**config.mk**
```make
export PLATFORM = sky130hd
export DESIGN_NAME = rtcwd_regs
export DESIGN_NICKNAME = d
export VERILOG_FILES = /design/src/rtcwd_pkg.sv /design/src/rtcwd_bcd_cnt.sv /design/src/rtcwd_regs.sv
export SDC_FILE = /design/constraint.sdc
export NUM_CORES = 1
export LEC_CHECK = 0
export BUFFER_PORTS_ARGS = -buffer_cell sky130_fd_sc_hd__buf_2
export CORE_MARGIN = 5
export CORE_UTILIZATION = 55
export DETAILED_ROUTE_END_ITERATION = 8
export PLACE_DENSITY = 0.73
export SYNTH_ARGS = -nofsm -noshare
export SYNTH_HDL_FRONTEND = slang
export SYNTH_HIERARCHICAL = 1
export SYNTH_SLANG_ARGS = --single-unit
```
**constraint.sdc**
```tcl
create_clock -name clk -period 4.4 [get_ports clk]
set_input_delay 0.88 -clock clk [delete_from_list [all_inputs] [get_ports clk]]
set_output_delay 0.88 -clock clk [all_outputs]
set_load 0.01 [all_outputs]
```
**src/rtcwd_pkg.sv**
```systemverilog
// Constants for the timekeeping and watchdog register slice
package rtcwd_pkg;
  // Register byte addresses inside the memory space
  localparam logic [14:0] RTCWD_ADDR_WDOG = 15'h7FF7;
  localparam logic [14:0] RTCWD_ADDR_CTRL = 15'h7FF8;
  localparam logic [14:0] RTCWD_ADDR_SEC = 15'h7FF9;
  localparam logic [14:0] RTCWD_ADDR_MIN = 15'h7FFA;
  localparam logic [14:0] RTCWD_ADDR_HOUR = 15'h7FFB;
  // Field positions
  localparam int RTCWD_WD_STROBE_BIT = 7;
  localparam int RTCWD_WD_LOCK_BIT = 6;
  localparam int RTCWD_OSC_HALT_BIT = 7;
  localparam int RTCWD_CAL_SIGN_BIT = 4;
  // Last legal BCD value of each counter
  localparam logic [7:0] RTCWD_SEC_WRAP = 8'h59;
  localparam logic [7:0] RTCWD_MIN_WRAP = 8'h59;
  localparam logic [7:0] RTCWD_HOUR_WRAP = 8'h23;
  // Values after reset
  localparam logic RTCWD_OSC_HALT_RST = 1'b1;
  localparam logic RTCWD_WD_LOCK_RST = 1'b0;
  localparam logic [5:0] RTCWD_WD_TIMEOUT_RST = 6'h00;
  // Timing: 8 ns clock, 31.25 ms watchdog tick (32 Hz), 32 ticks a second
  localparam int RTCWD_CLK_PERIOD_PS = 8000;
  localparam longint RTCWD_TICK_PERIOD_PS = 64'd31250000000;
  localparam int RTCWD_TICK_CYC = int'(RTCWD_TICK_PERIOD_PS / RTCWD_CLK_PERIOD_PS);
  localparam logic [4:0] RTCWD_TICKS_PER_SEC_M1 = 5'h1F;
  // Clock cycles added or removed per tick for each calibration step
  localparam logic [31:0] RTCWD_CAL_STEP_CYC = 32'h00000001;
endpackage

```
**src/rtcwd_bcd_cnt.sv**
```systemverilog
// One BCD time counter with checked load and wrap carry
`timescale 1ns/1ps
module rtcwd_bcd_cnt #(
  parameter logic [7:0] WRAP = 8'h59
) (
  // Clock and reset
  input wire logic clk,
  input wire logic rst,
  // Count and load
  input wire logic inc,
  input wire logic ld,
  input wire logic [7:0] ld_val,
  // Result
  output logic [7:0] value,
  output logic carry
);
  typedef struct packed {
    logic [7:0] val;
  } rtcwd_bcd_s;

  rtcwd_bcd_s q, d;
  logic ld_ok;

  // Loads outside the legal BCD range are dropped so the counter never leaves it
  always_comb
  begin
    d = q;
    ld_ok = (ld_val <= WRAP) && (ld_val[3:0] <= 4'h9);
    if (ld && ld_ok)
    begin
      d.val = ld_val;
    end
    else if (inc)
    begin
      if (q.val == WRAP)
        d.val = 8'h00;
      else if (q.val[3:0] == 4'h9)
        d.val = {q.val[7:4] + 4'h1, 4'h0};
      else
        d.val = q.val + 8'h01;
    end
  end

  always_ff @(posedge clk or posedge rst)
  begin
    if (rst)
      q <= '0;
    else
      q <= d;
  end

  assign value = q.val;
  // An accepted write in the same cycle swallows the carry; a refused one lets the count and carry go ahead
  assign carry = inc && !(ld && ld_ok) && (q.val == WRAP);
endmodule

```
**src/rtcwd_regs.sv**
```systemverilog
// Timekeeping counters, oscillator control, calibration and watchdog registers
// Notes on behaviour
// - Hours are BCD 00 to 23 with bits 7 and 6 reading zero and the tens digit 0 to 2.
// - Minutes hold a units digit 0 to 9 in the low nibble and read zero in bit 7.
// - The tens digit of minutes and seconds counts 0 to 5 so both wrap after 59.
// - The calibration sign picks whether the calibration magnitude speeds or slows the time base and is kept without reset.
// - The watchdog expires after its six-bit setting times 31.25 ms ticks.
// - A watchdog setting of zero disables it once a tick has taken it, so it never expires after that tick.
`timescale 1ns/1ps
module rtcwd_regs
  import rtcwd_pkg::*;
#(
  parameter int TICK_CYC = rtcwd_pkg::RTCWD_TICK_CYC
) (
  // Clock and reset
  input wire logic clk,
  input wire logic rst,
  // Byte-wide memory side
  input wire logic bus_sel,
  input wire logic [14:0] bus_addr,
  input wire logic bus_wr,
  input wire logic bus_rd,
  input wire logic [7:0] bus_wdata,
  output logic [7:0] bus_rdata,
  // Status
  output logic osc_halt,
  output logic wd_expired
);
  import rtcwd_pkg::*;

  typedef struct packed {
    logic osc_halt;
    logic wd_lock;
    logic [5:0] wd_pend;
    logic [5:0] wd_timeout;
    logic [5:0] wd_cnt;
    logic wd_exp;
    logic [31:0] pre_cnt;
    logic [4:0] sub_tick;
    logic [7:0] rdata;
    logic [31:0] gap;
    logic gap_ok;
  } rtcwd_state_s;

  rtcwd_state_s q, d;
  logic [4:0] cal_q, cal_d;
  logic wr_wdog, wr_ctrl, wr_sec, wr_min, wr_hour;
  logic tick, sec_tick, sec_carry, min_carry;
  logic [31:0] cal_adj, period;
  logic [7:0] sec_v, min_v, hour_v;

  // Address decode for write strobes
  assign wr_wdog = bus_sel && bus_wr && (bus_addr == RTCWD_ADDR_WDOG);
  assign wr_ctrl = bus_sel && bus_wr && (bus_addr == RTCWD_ADDR_CTRL);
  assign wr_sec = bus_sel && bus_wr && (bus_addr == RTCWD_ADDR_SEC);
  assign wr_min = bus_sel && bus_wr && (bus_addr == RTCWD_ADDR_MIN);
  assign wr_hour = bus_sel && bus_wr && (bus_addr == RTCWD_ADDR_HOUR);

  // Tick length: sign one shortens the period, so the clock gains
  assign cal_adj = {28'h0000000, cal_q[3:0]} * RTCWD_CAL_STEP_CYC;
  assign period = cal_q[RTCWD_CAL_SIGN_BIT] ? 32'(TICK_CYC) - cal_adj : 32'(TICK_CYC) + cal_adj;
  // Greater-or-equal so a calibration write that shortens the period never strands the prescaler
  assign tick = !q.osc_halt && (q.pre_cnt >= period - 32'h00000001);
  assign sec_tick = tick && (q.sub_tick == RTCWD_TICKS_PER_SEC_M1);

  // Calibration lives in nonvolatile cells: no reset, only a write changes it
  always_comb
  begin
    cal_d = cal_q;
    if (wr_ctrl)
      cal_d = bus_wdata[4:0];
  end

  always_ff @(posedge clk)
  begin
    cal_q <= cal_d;
  end

  // Time counters chained by carry
  rtcwd_bcd_cnt #(.WRAP(RTCWD_SEC_WRAP)) u_sec (
    .clk(clk),
    .rst(rst),
    .inc(sec_tick),
    .ld(wr_sec),
    .ld_val({1'b0, bus_wdata[6:0]}),
    .value(sec_v),
    .carry(sec_carry)
  );
  rtcwd_bcd_cnt #(.WRAP(RTCWD_MIN_WRAP)) u_min (
    .clk(clk),
    .rst(rst),
    .inc(sec_carry),
    .ld(wr_min),
    .ld_val({1'b0, bus_wdata[6:0]}),
    .value(min_v),
    .carry(min_carry)
  );
  rtcwd_bcd_cnt #(.WRAP(RTCWD_HOUR_WRAP)) u_hour (
    .clk(clk),
    .rst(rst),
    .inc(min_carry),
    .ld(wr_hour),
    .ld_val({2'b00, bus_wdata[5:0]}),
    .value(hour_v),
    .carry()
  );

  // Prescaler, watchdog, control and read data
  always_comb
  begin
    d = q;
    d.wd_exp = 1'b0;
    // Prescaler restarts from zero while halted so the first tick is a full period
    if (q.osc_halt)
    begin
      d.pre_cnt = 32'h00000000;
      d.sub_tick = 5'h00;
    end
    else if (tick)
    begin
      d.pre_cnt = 32'h00000000;
      d.sub_tick = q.sub_tick + 5'h01;
    end
    else
    begin
      d.pre_cnt = q.pre_cnt + 32'h00000001;
    end
    if (wr_ctrl)
      d.osc_halt = bus_wdata[RTCWD_OSC_HALT_BIT];
    // Watchdog counts ticks and fires on the last one of the setting
    if (tick)
    begin
      d.wd_timeout = q.wd_pend;
      if (q.wd_timeout == 6'h00)
        d.wd_cnt = 6'h00;
      else if (q.wd_cnt + 6'h01 == q.wd_timeout)
      begin
        d.wd_cnt = 6'h00;
        d.wd_exp = 1'b1;
      end
      else
        d.wd_cnt = q.wd_cnt + 6'h01;
    end
    if (wr_wdog)
    begin
      // Lock is judged from its value before this write
      if (!q.wd_lock)
        d.wd_pend = bus_wdata[5:0];
      d.wd_lock = bus_wdata[RTCWD_WD_LOCK_BIT];
      if (bus_wdata[RTCWD_WD_STROBE_BIT])
      begin
        d.wd_cnt = 6'h00;
        d.wd_exp = 1'b0;
      end
    end
    // Measure tick spacing for checking; invalid after halt or calibration change
    d.gap = tick ? 32'h00000000 : q.gap + 32'h00000001;
    if (tick)
      d.gap_ok = 1'b1;
    if (q.osc_halt || wr_ctrl)
      d.gap_ok = 1'b0;
    // Registered read, strobe bit always reads zero
    if (bus_sel && bus_rd)
    begin
      unique case (bus_addr)
        RTCWD_ADDR_WDOG: d.rdata = {1'b0, q.wd_lock, q.wd_pend};
        RTCWD_ADDR_CTRL: d.rdata = {q.osc_halt, 2'b00, cal_q};
        RTCWD_ADDR_SEC: d.rdata = sec_v;
        RTCWD_ADDR_MIN: d.rdata = min_v;
        RTCWD_ADDR_HOUR: d.rdata = hour_v;
        default: d.rdata = 8'h00;
      endcase
    end
  end

  always_ff @(posedge clk or posedge rst)
  begin
    if (rst)
    begin
      q <= '0;
      q.osc_halt <= RTCWD_OSC_HALT_RST;
      q.wd_lock <= RTCWD_WD_LOCK_RST;
      q.wd_pend <= RTCWD_WD_TIMEOUT_RST;
      q.wd_timeout <= RTCWD_WD_TIMEOUT_RST;
    end
    else
      q <= d;
  end

  assign bus_rdata = q.rdata;
  assign osc_halt = q.osc_halt;
  assign wd_expired = q.wd_exp;

  // Checks on the counters and the watchdog
  hours_range_a: assert property (@(posedge clk) disable iff (rst)
    hour_v[7:6] == 2'b00 && hour_v[5:4] <= 2'h2 && hour_v[3:0] <= 4'h9 && hour_v <= 8'h23)
    else $error("hours left BCD range");
  min_units_a: assert property (@(posedge clk) disable iff (rst)
    min_v[7] == 1'b0 && min_v[3:0] <= 4'h9)
    else $error("minutes units out of range");
  sec_wrap_a: assert property (@(posedge clk) disable iff (rst)
    (sec_v == 8'h59 && sec_tick && !wr_sec && !wr_min) |=> (sec_v == 8'h00 && min_v != $past(min_v)))
    else $error("seconds did not wrap into minutes");
  // Spacing is checked against the calibration byte itself, not against the period net
  tick_period_a: assert property (@(posedge clk) disable iff (rst)
    (tick && q.gap_ok) |-> (int'(q.gap) + 1 == (cal_q[RTCWD_CAL_SIGN_BIT] ?
      TICK_CYC - int'(cal_q[3:0]) * int'(RTCWD_CAL_STEP_CYC) :
      TICK_CYC + int'(cal_q[3:0]) * int'(RTCWD_CAL_STEP_CYC))))
    else $error("tick spacing does not match calibration");
  wd_fire_a: assert property (@(posedge clk) disable iff (rst)
    (tick && q.wd_timeout != 6'h00 && q.wd_cnt + 6'h01 == q.wd_timeout && !wr_wdog) |=> wd_expired)
    else $error("watchdog missed its timeout");
  wd_off_a: assert property (@(posedge clk) disable iff (rst)
    (q.wd_timeout == 6'h00) |=> !wd_expired)
    else $error("disabled watchdog expired");
  halt_stops_a: assert property (@(posedge clk) disable iff (rst)
    (osc_halt && !wr_sec) |=> $stable(sec_v))
    else $error("seconds moved while halted");

  minute_roll_c: cover property (@(posedge clk) disable iff (rst) min_carry);
  wd_expire_c: cover property (@(posedge clk) disable iff (rst) wd_expired);
  wd_locked_c: cover property (@(posedge clk) disable iff (rst) wr_wdog && q.wd_lock);
endmodule

```
# --- Word-level counts from Yosys, hierarchy flattened ---
# Cells that the tools add are included.
word_totals:
  regBits: 95
  latchBits: 0
  ramBits: 0
  rom_bits: 0
  in_bits: 28
  out_inout_bits: 10
  memories: 0
op_classes:
  add_sub_neg: 12
  mul: 0
  n_div: 0
  magnitude_cmp: 4
  n_eq_ne: 13
  n_shift: 0
  mux: 24
  bitwise: 1
  n_reduce_logical: 27
op_table:
  columns: ["op", "n"]
  rows:
  - ["$mux W8", 12]
  - ["$eq A15 B15 Y1 const B", 5]
  - ["$mux W32", 2]
  - ["$pmux W8 S5", 1]
  - ["$mux W37", 1]
  - ["$add A32 B1 Y32 const B", 1]
  - ["$ge A32 B32 Y1", 1]
  - ["$sub A32 B1 Y32 const B", 1]
  - ["$add A8 B1 Y8 const B", 3]
  - ["$add A22 B4 Y23 const A", 1]
  - ["$sub A22 B4 Y23 const A", 1]
  - ["$mux W7", 3]
  - ["$logic_and A1 B1 Y1", 18]
  - ["$eq A8 B7 Y1 const B", 2]
  - ["$add A4 B1 Y4 const B", 3]
  - ["$eq A4 B4 Y1 const B", 3]
  - ["$mux W6", 2]
  - ["$eq A8 B6 Y1 const B", 1]
  - ["$reduce_bool A2 Y1", 4]
  - ["$le A7 B7 Y1 const B", 1]
  - ["$add A6 B1 Y6 const B", 1]
  - ["$eq A6 B6 Y1", 1]
  - ["$le A6 B6 Y1 const B", 1]
  - ["$logic_not A6 Y1", 1]
  - ["other kinds (8)", 11]

# --- Logic depth before layout (Yosys ltp) ---
depth:
  word_depth: 12
  depth_mapped: 25
  ltp_nobuf: 22

# --- By module ---
# Netlist, hierarchy kept.
by_module_without_submodules:
  columns: ["module", "n_inst", "cells_per_inst", "area_per_inst_um2", "seq_area_each_um2"]
  rows:
  - ["rtcwd_regs", 1, 378, 3898.7, 1803.0]
  - ["rtcwd_bcd_cnt (u_min ...)", 2, 75, 640.6, 200.2]
  - ["rtcwd_bcd_cnt (u_hour)", 1, 67, 628.1, 200.2]

# --- Worst setup path after synthesis ---
# OpenSTA, ideal clock, no wires.
synth_path:
  path_kind: "register -> register"
  from: "reg cal_q[1]"
  to: "reg u_hour.q (netlist bit u_hour/value[7])"
  arrival_time_ns: 3.938
  required_time_ns: 4.269
  slack_ns: 0.330
  stages_incl_launch_ff: 26
  cell_sequence: "edfxtp_1 -> ha_1 -> xnor2_1 -> nor2_1 -> a21oi_1 -> nand3_1 -> nor3b_1 -> a31oi_1 -> ha_1 -> a21oi_1 -> o21ai_0 -> a211oi_1 -> a21o_1 -> nor2_1 -> and2_1 -> buf_6 -> nand2_1 -> nor2_1 -> buf_6 -> nand2_1 -> nor2_1 -> buf_2 -> nand4_1 -> a21oi_1 -> xnor2_1 -> nor2_1"
synth_via:
  elab_chain_cells: 11
  word_cells_on_any_way: 12
  cone_classes: "3 x add/sub; 1 x order compare; 1 x mux; 7 x reduce/logical"
synth_lines:
  columns: ["element", "line_no", "text"]
  rows:
  - ["start: declaration", "rtcwd_regs.sv:46", "logic [4:0] cal_q, cal_d;"]
  - ["start signal: assignment", "rtcwd_regs.sv:76", "cal_q <= cal_d;"]
  - ["$add A22 B4 Y23 / $sub A22 B4 Y23 (equally long branches)", "rtcwd_regs.sv:61", "assign period = cal_q[RTCWD_CAL_SIGN_BIT] ? 32'(TICK_CYC) - cal_adj : 32'(TICK_CYC) + cal_adj;"]
  - ["$mux W32 *", "rtcwd_regs.sv:61", null]
  - ["$sub A32 B1 Y32 *", "rtcwd_regs.sv:63", "assign tick = !q.osc_halt && (q.pre_cnt >= period - 32'h00000001);"]
  - ["$ge A32 B32 Y1 *", "rtcwd_regs.sv:63", null]
  - ["$logic_and A1 B1 Y1 *", "rtcwd_regs.sv:63", null]
  - ["$logic_and A1 B1 Y1 *", "rtcwd_regs.sv:64", "assign sec_tick = tick && (q.sub_tick == RTCWD_TICKS_PER_SEC_M1);"]
  - ["net sec_tick", "rtcwd_regs.sv:48", "logic tick, sec_tick, sec_carry, min_carry;"]
  - ["$logic_and A1 B1 Y1 * (2 in series)", "rtcwd_bcd_cnt.sv:54", "assign carry = inc && !(ld && ld_ok) && (q.val == WRAP);"]
  - ["net sec_carry", "rtcwd_regs.sv:48", null]
  - ["$logic_and A1 B1 Y1 * (2 in series)", "rtcwd_bcd_cnt.sv:54", null]
  - ["net min_carry", "rtcwd_regs.sv:48", null]
  - ["$reduce_bool A2 Y1 (no source line) *", null, null]
  - ["end signal: assignment", "rtcwd_bcd_cnt.sv:47", "q <= '0;"]
  - ["end signal: assignment", "rtcwd_bcd_cnt.sv:49", "q <= d;"]
  - ["end: declaration", "rtcwd_bcd_cnt.sv:21", "rtcwd_bcd_s q, d;"]
# The timed path passes the listed nets; every way through them passes the cells marked *.
# A chain may end at the register's enable or synchronous reset.

# --- Worst setup path in the final report ---
layout_path:
  from: "reg cal_q[2]"
  to: "reg u_hour.q (netlist bit u_hour/value[7])"
# Same word-level chain as after synthesis.

==> impl_metrics.csv <==
group,metric,value,unit
layout,fin_util,0.614,
drt,viasPerCell,6.03,
synth,synth_cells,594,
power,ir_drop,145,uV
critical_path,arrival,4.22,ns
layout,final_nets,694,
power,internal_power,0.00136,W
cts,clock_latency,0.38,ns
sta,post-route-period-util,0.901,
sta,fmax,252,MHz
power,powerDensity,289,nW/um^2
layout,fill_cells,900,
cts,cts_tree,"done",
power,p_leak,2.92,nW
layout,n_antenna_cell,0,
power,switching_share,0.259,
sta,tns,0,ns
sta,fin_worst_skew,0.0106,ns
cts,root_buffer,"clkbuf_8",
die,die_w,113,um
sta,maxSlewHeadroom,0.447,
die,pin_count,38,
sta,hold_viol_final,0,
power,pwr-share-comb,0.122,
synth,avgSynthCellArea,9.77,sq um
drt,ant_nets,0,
critical_path,cp_max_fo,11,
cts,clockBufferDepth,2,
drt,avgRoutedWirePerCell,17.1,um
global_routing,grt_max_degree,36,
die,start_util,0.562,
layout,layoutNonFillerInstCount,778,
placement,dp_hpwl,9.76,mm
run,max-cap-violations,0,
die,fp.dieH,113,um
layout,final_common_cell,"dfrtp_1",
cts,ctsHtreeMaxLevel,3,
die,die_area,12700,sq um
sta,setup_violations,0,
global_routing,grt_overflow,0,
power,seqPwrFrac,0.524,
critical_path,crit_type,"register to register",
layout,final_cell_mix,"89 x dfrtp_1, 58 x nor2_1, 39 x nand2_1",
die,core_area,10300,sq um
die,rows,37,
drt,drt_pre_antenna_iters,5,
placement,gp_congestion,0.935,
power,clockPowerShare,0.354,
placement,post-place-ws,0.394,ns
layout,drive_gt1_frac,0.167,
placement,dpl.cell_count,762,
sta,setup_slack,0.435,ns
global_routing,grtUsageTotal,0.217,
cts,post_cts_buffers,0,
power,p_sw,0.000473,W
critical_path,critPathLaunchType,"register",
sta,worst_pin_slew,0.829,ns
global_routing,grt_pass1_vias,4649,
cts,cts_made_buffers,9,
drt,vias,4691,
sta,rsz0062_at_grt,"no",
sta,maxSlewViolCount,0,
drt,wl,13.3,mm
drt,post-route-drc-count,0,
run_status,status,"finished clean",
synth,ys_warn_count,6,
critical_path,endpoint_kind,"register",
cts,clkTransAtPathRegs,0.10,ns
global_routing,grt_pass1_wl,22.3,mm
cts,clock_sinks,95,
critical_path,worstPathRequired,4.66,ns
layout,areaGrowthSynthToFinish,9.19,%
synth,syn_area,5800,sq um
sta,min_period,3.96,ns
global_routing,antenna_found_initial,0,
placement,portBuffers,37,
min_path,hold_path_class,"register to register",
drt,drt-initial-drc-count,272,
## sequential cells by signal (all words and copies together) (netlist names)
register and count:
u_sec/value 8, u_min/value 8, wd_expired 1, q 56
u_hour/value 8, osc_halt 1, cal_q 5, bus_rdata 8
## critical path, cell delays in order (launching register included)
cell and delay, ns:
edfxtp_1 0.45, inv_1 0.11, ha_1 0.20, a21oi_1 0.19
mux2i_1 0.15, xnor2_2 0.21, nand3_1 0.14, xor2_1 0.16
ha_1 0.28, nand2_1 0.05, nor2_1 0.09, o311ai_1 0.15
a21o_1 0.22, nor2_1 0.15, and2_1 0.21, nand2_1 0.09
nor2_1 0.16, nand2_1 0.09, nor2_1 0.10, buf_4 0.19
nand4_1 0.11, a21oi_1 0.17, xnor2_1 0.14, nor2_1 0.06
## layer usage
| metal | up-vias | share of wire | global-route usage |
|---|---|---|---|
| li1 | 2217 | - | - |
| met1 | 2322 | 0.46 | 0.300 |
| met2 | 123 | 0.47 | 0.340 |
| met3 | 29 | 0.049 | 0.0310 |
| met4 | 0 | 0.023 | 0.0938 |
| met5 | - | 0 | 0 |
## layout make-up
type	count	area (sq um)	area share
Timing Repair Buffer	47	260	0.0411
Inverter	26	97.6	0.0154
Clock inverter	5	81.3	0.0128
Clock buffer	11	141	0.0223
Tap cell	136	170	0.0269
Sequential cell	95	2400	0.379
Multi-Input combinational cell	458	3180	0.502
## metrics by stage
step	cell area (sq um)	hold WS, ns	power (W)
5_1_grt	6330	0.501	0.00192
3_5_place_dp	6100	0.470	0.00120
6_report	6330	0.489	0.00183
3_3_place_gp	6100	0.464	0.00118
4_1_cts	6320	0.488	0.00184
2_1_floorplan	5850	0.451	0.00113
## power groups by stage
stage / combinational (W) / sequential (W) / clock, W
4_1_cts: 0.000224 / 0.000957 / 0.000658
6_report: 0.000224 / 0.000957 / 0.000647
2_1_floorplan: 0.000165 / 0.000962 / 0
3_5_place_dp: 0.000224 / 0.000975 / 0
3_3_place_gp: 0.000212 / 0.000971 / 0
5_1_grt: 0.000255 / 0.000964 / 0.000702
## final timing paths
check | start | to | slack (ns) | cells after the start
worst min-delay path | bus_rdata[2] | bus_rdata[2] | 0.49 | 2
max in group asynchronous | rst | q[72] | 2.80 | 3
worst min register to register | bus_rdata[2] | bus_rdata[2] | 0.49 | 2
worst max-delay path | cal_q[2] | u_hour/value[7] | 0.44 | 23
min in group asynchronous | rst | u_min/value[6] | 0.50 | 2
worst max register to register | cal_q[2] | u_hour/value[7] | 0.44 | 23
## repair_timing
action	CTS	global route
setup endpoints to repair	0	7
gates resized for setup	0	3
hold buffers	0	0
No activity file was read; power rests on OpenSTA's default activity.
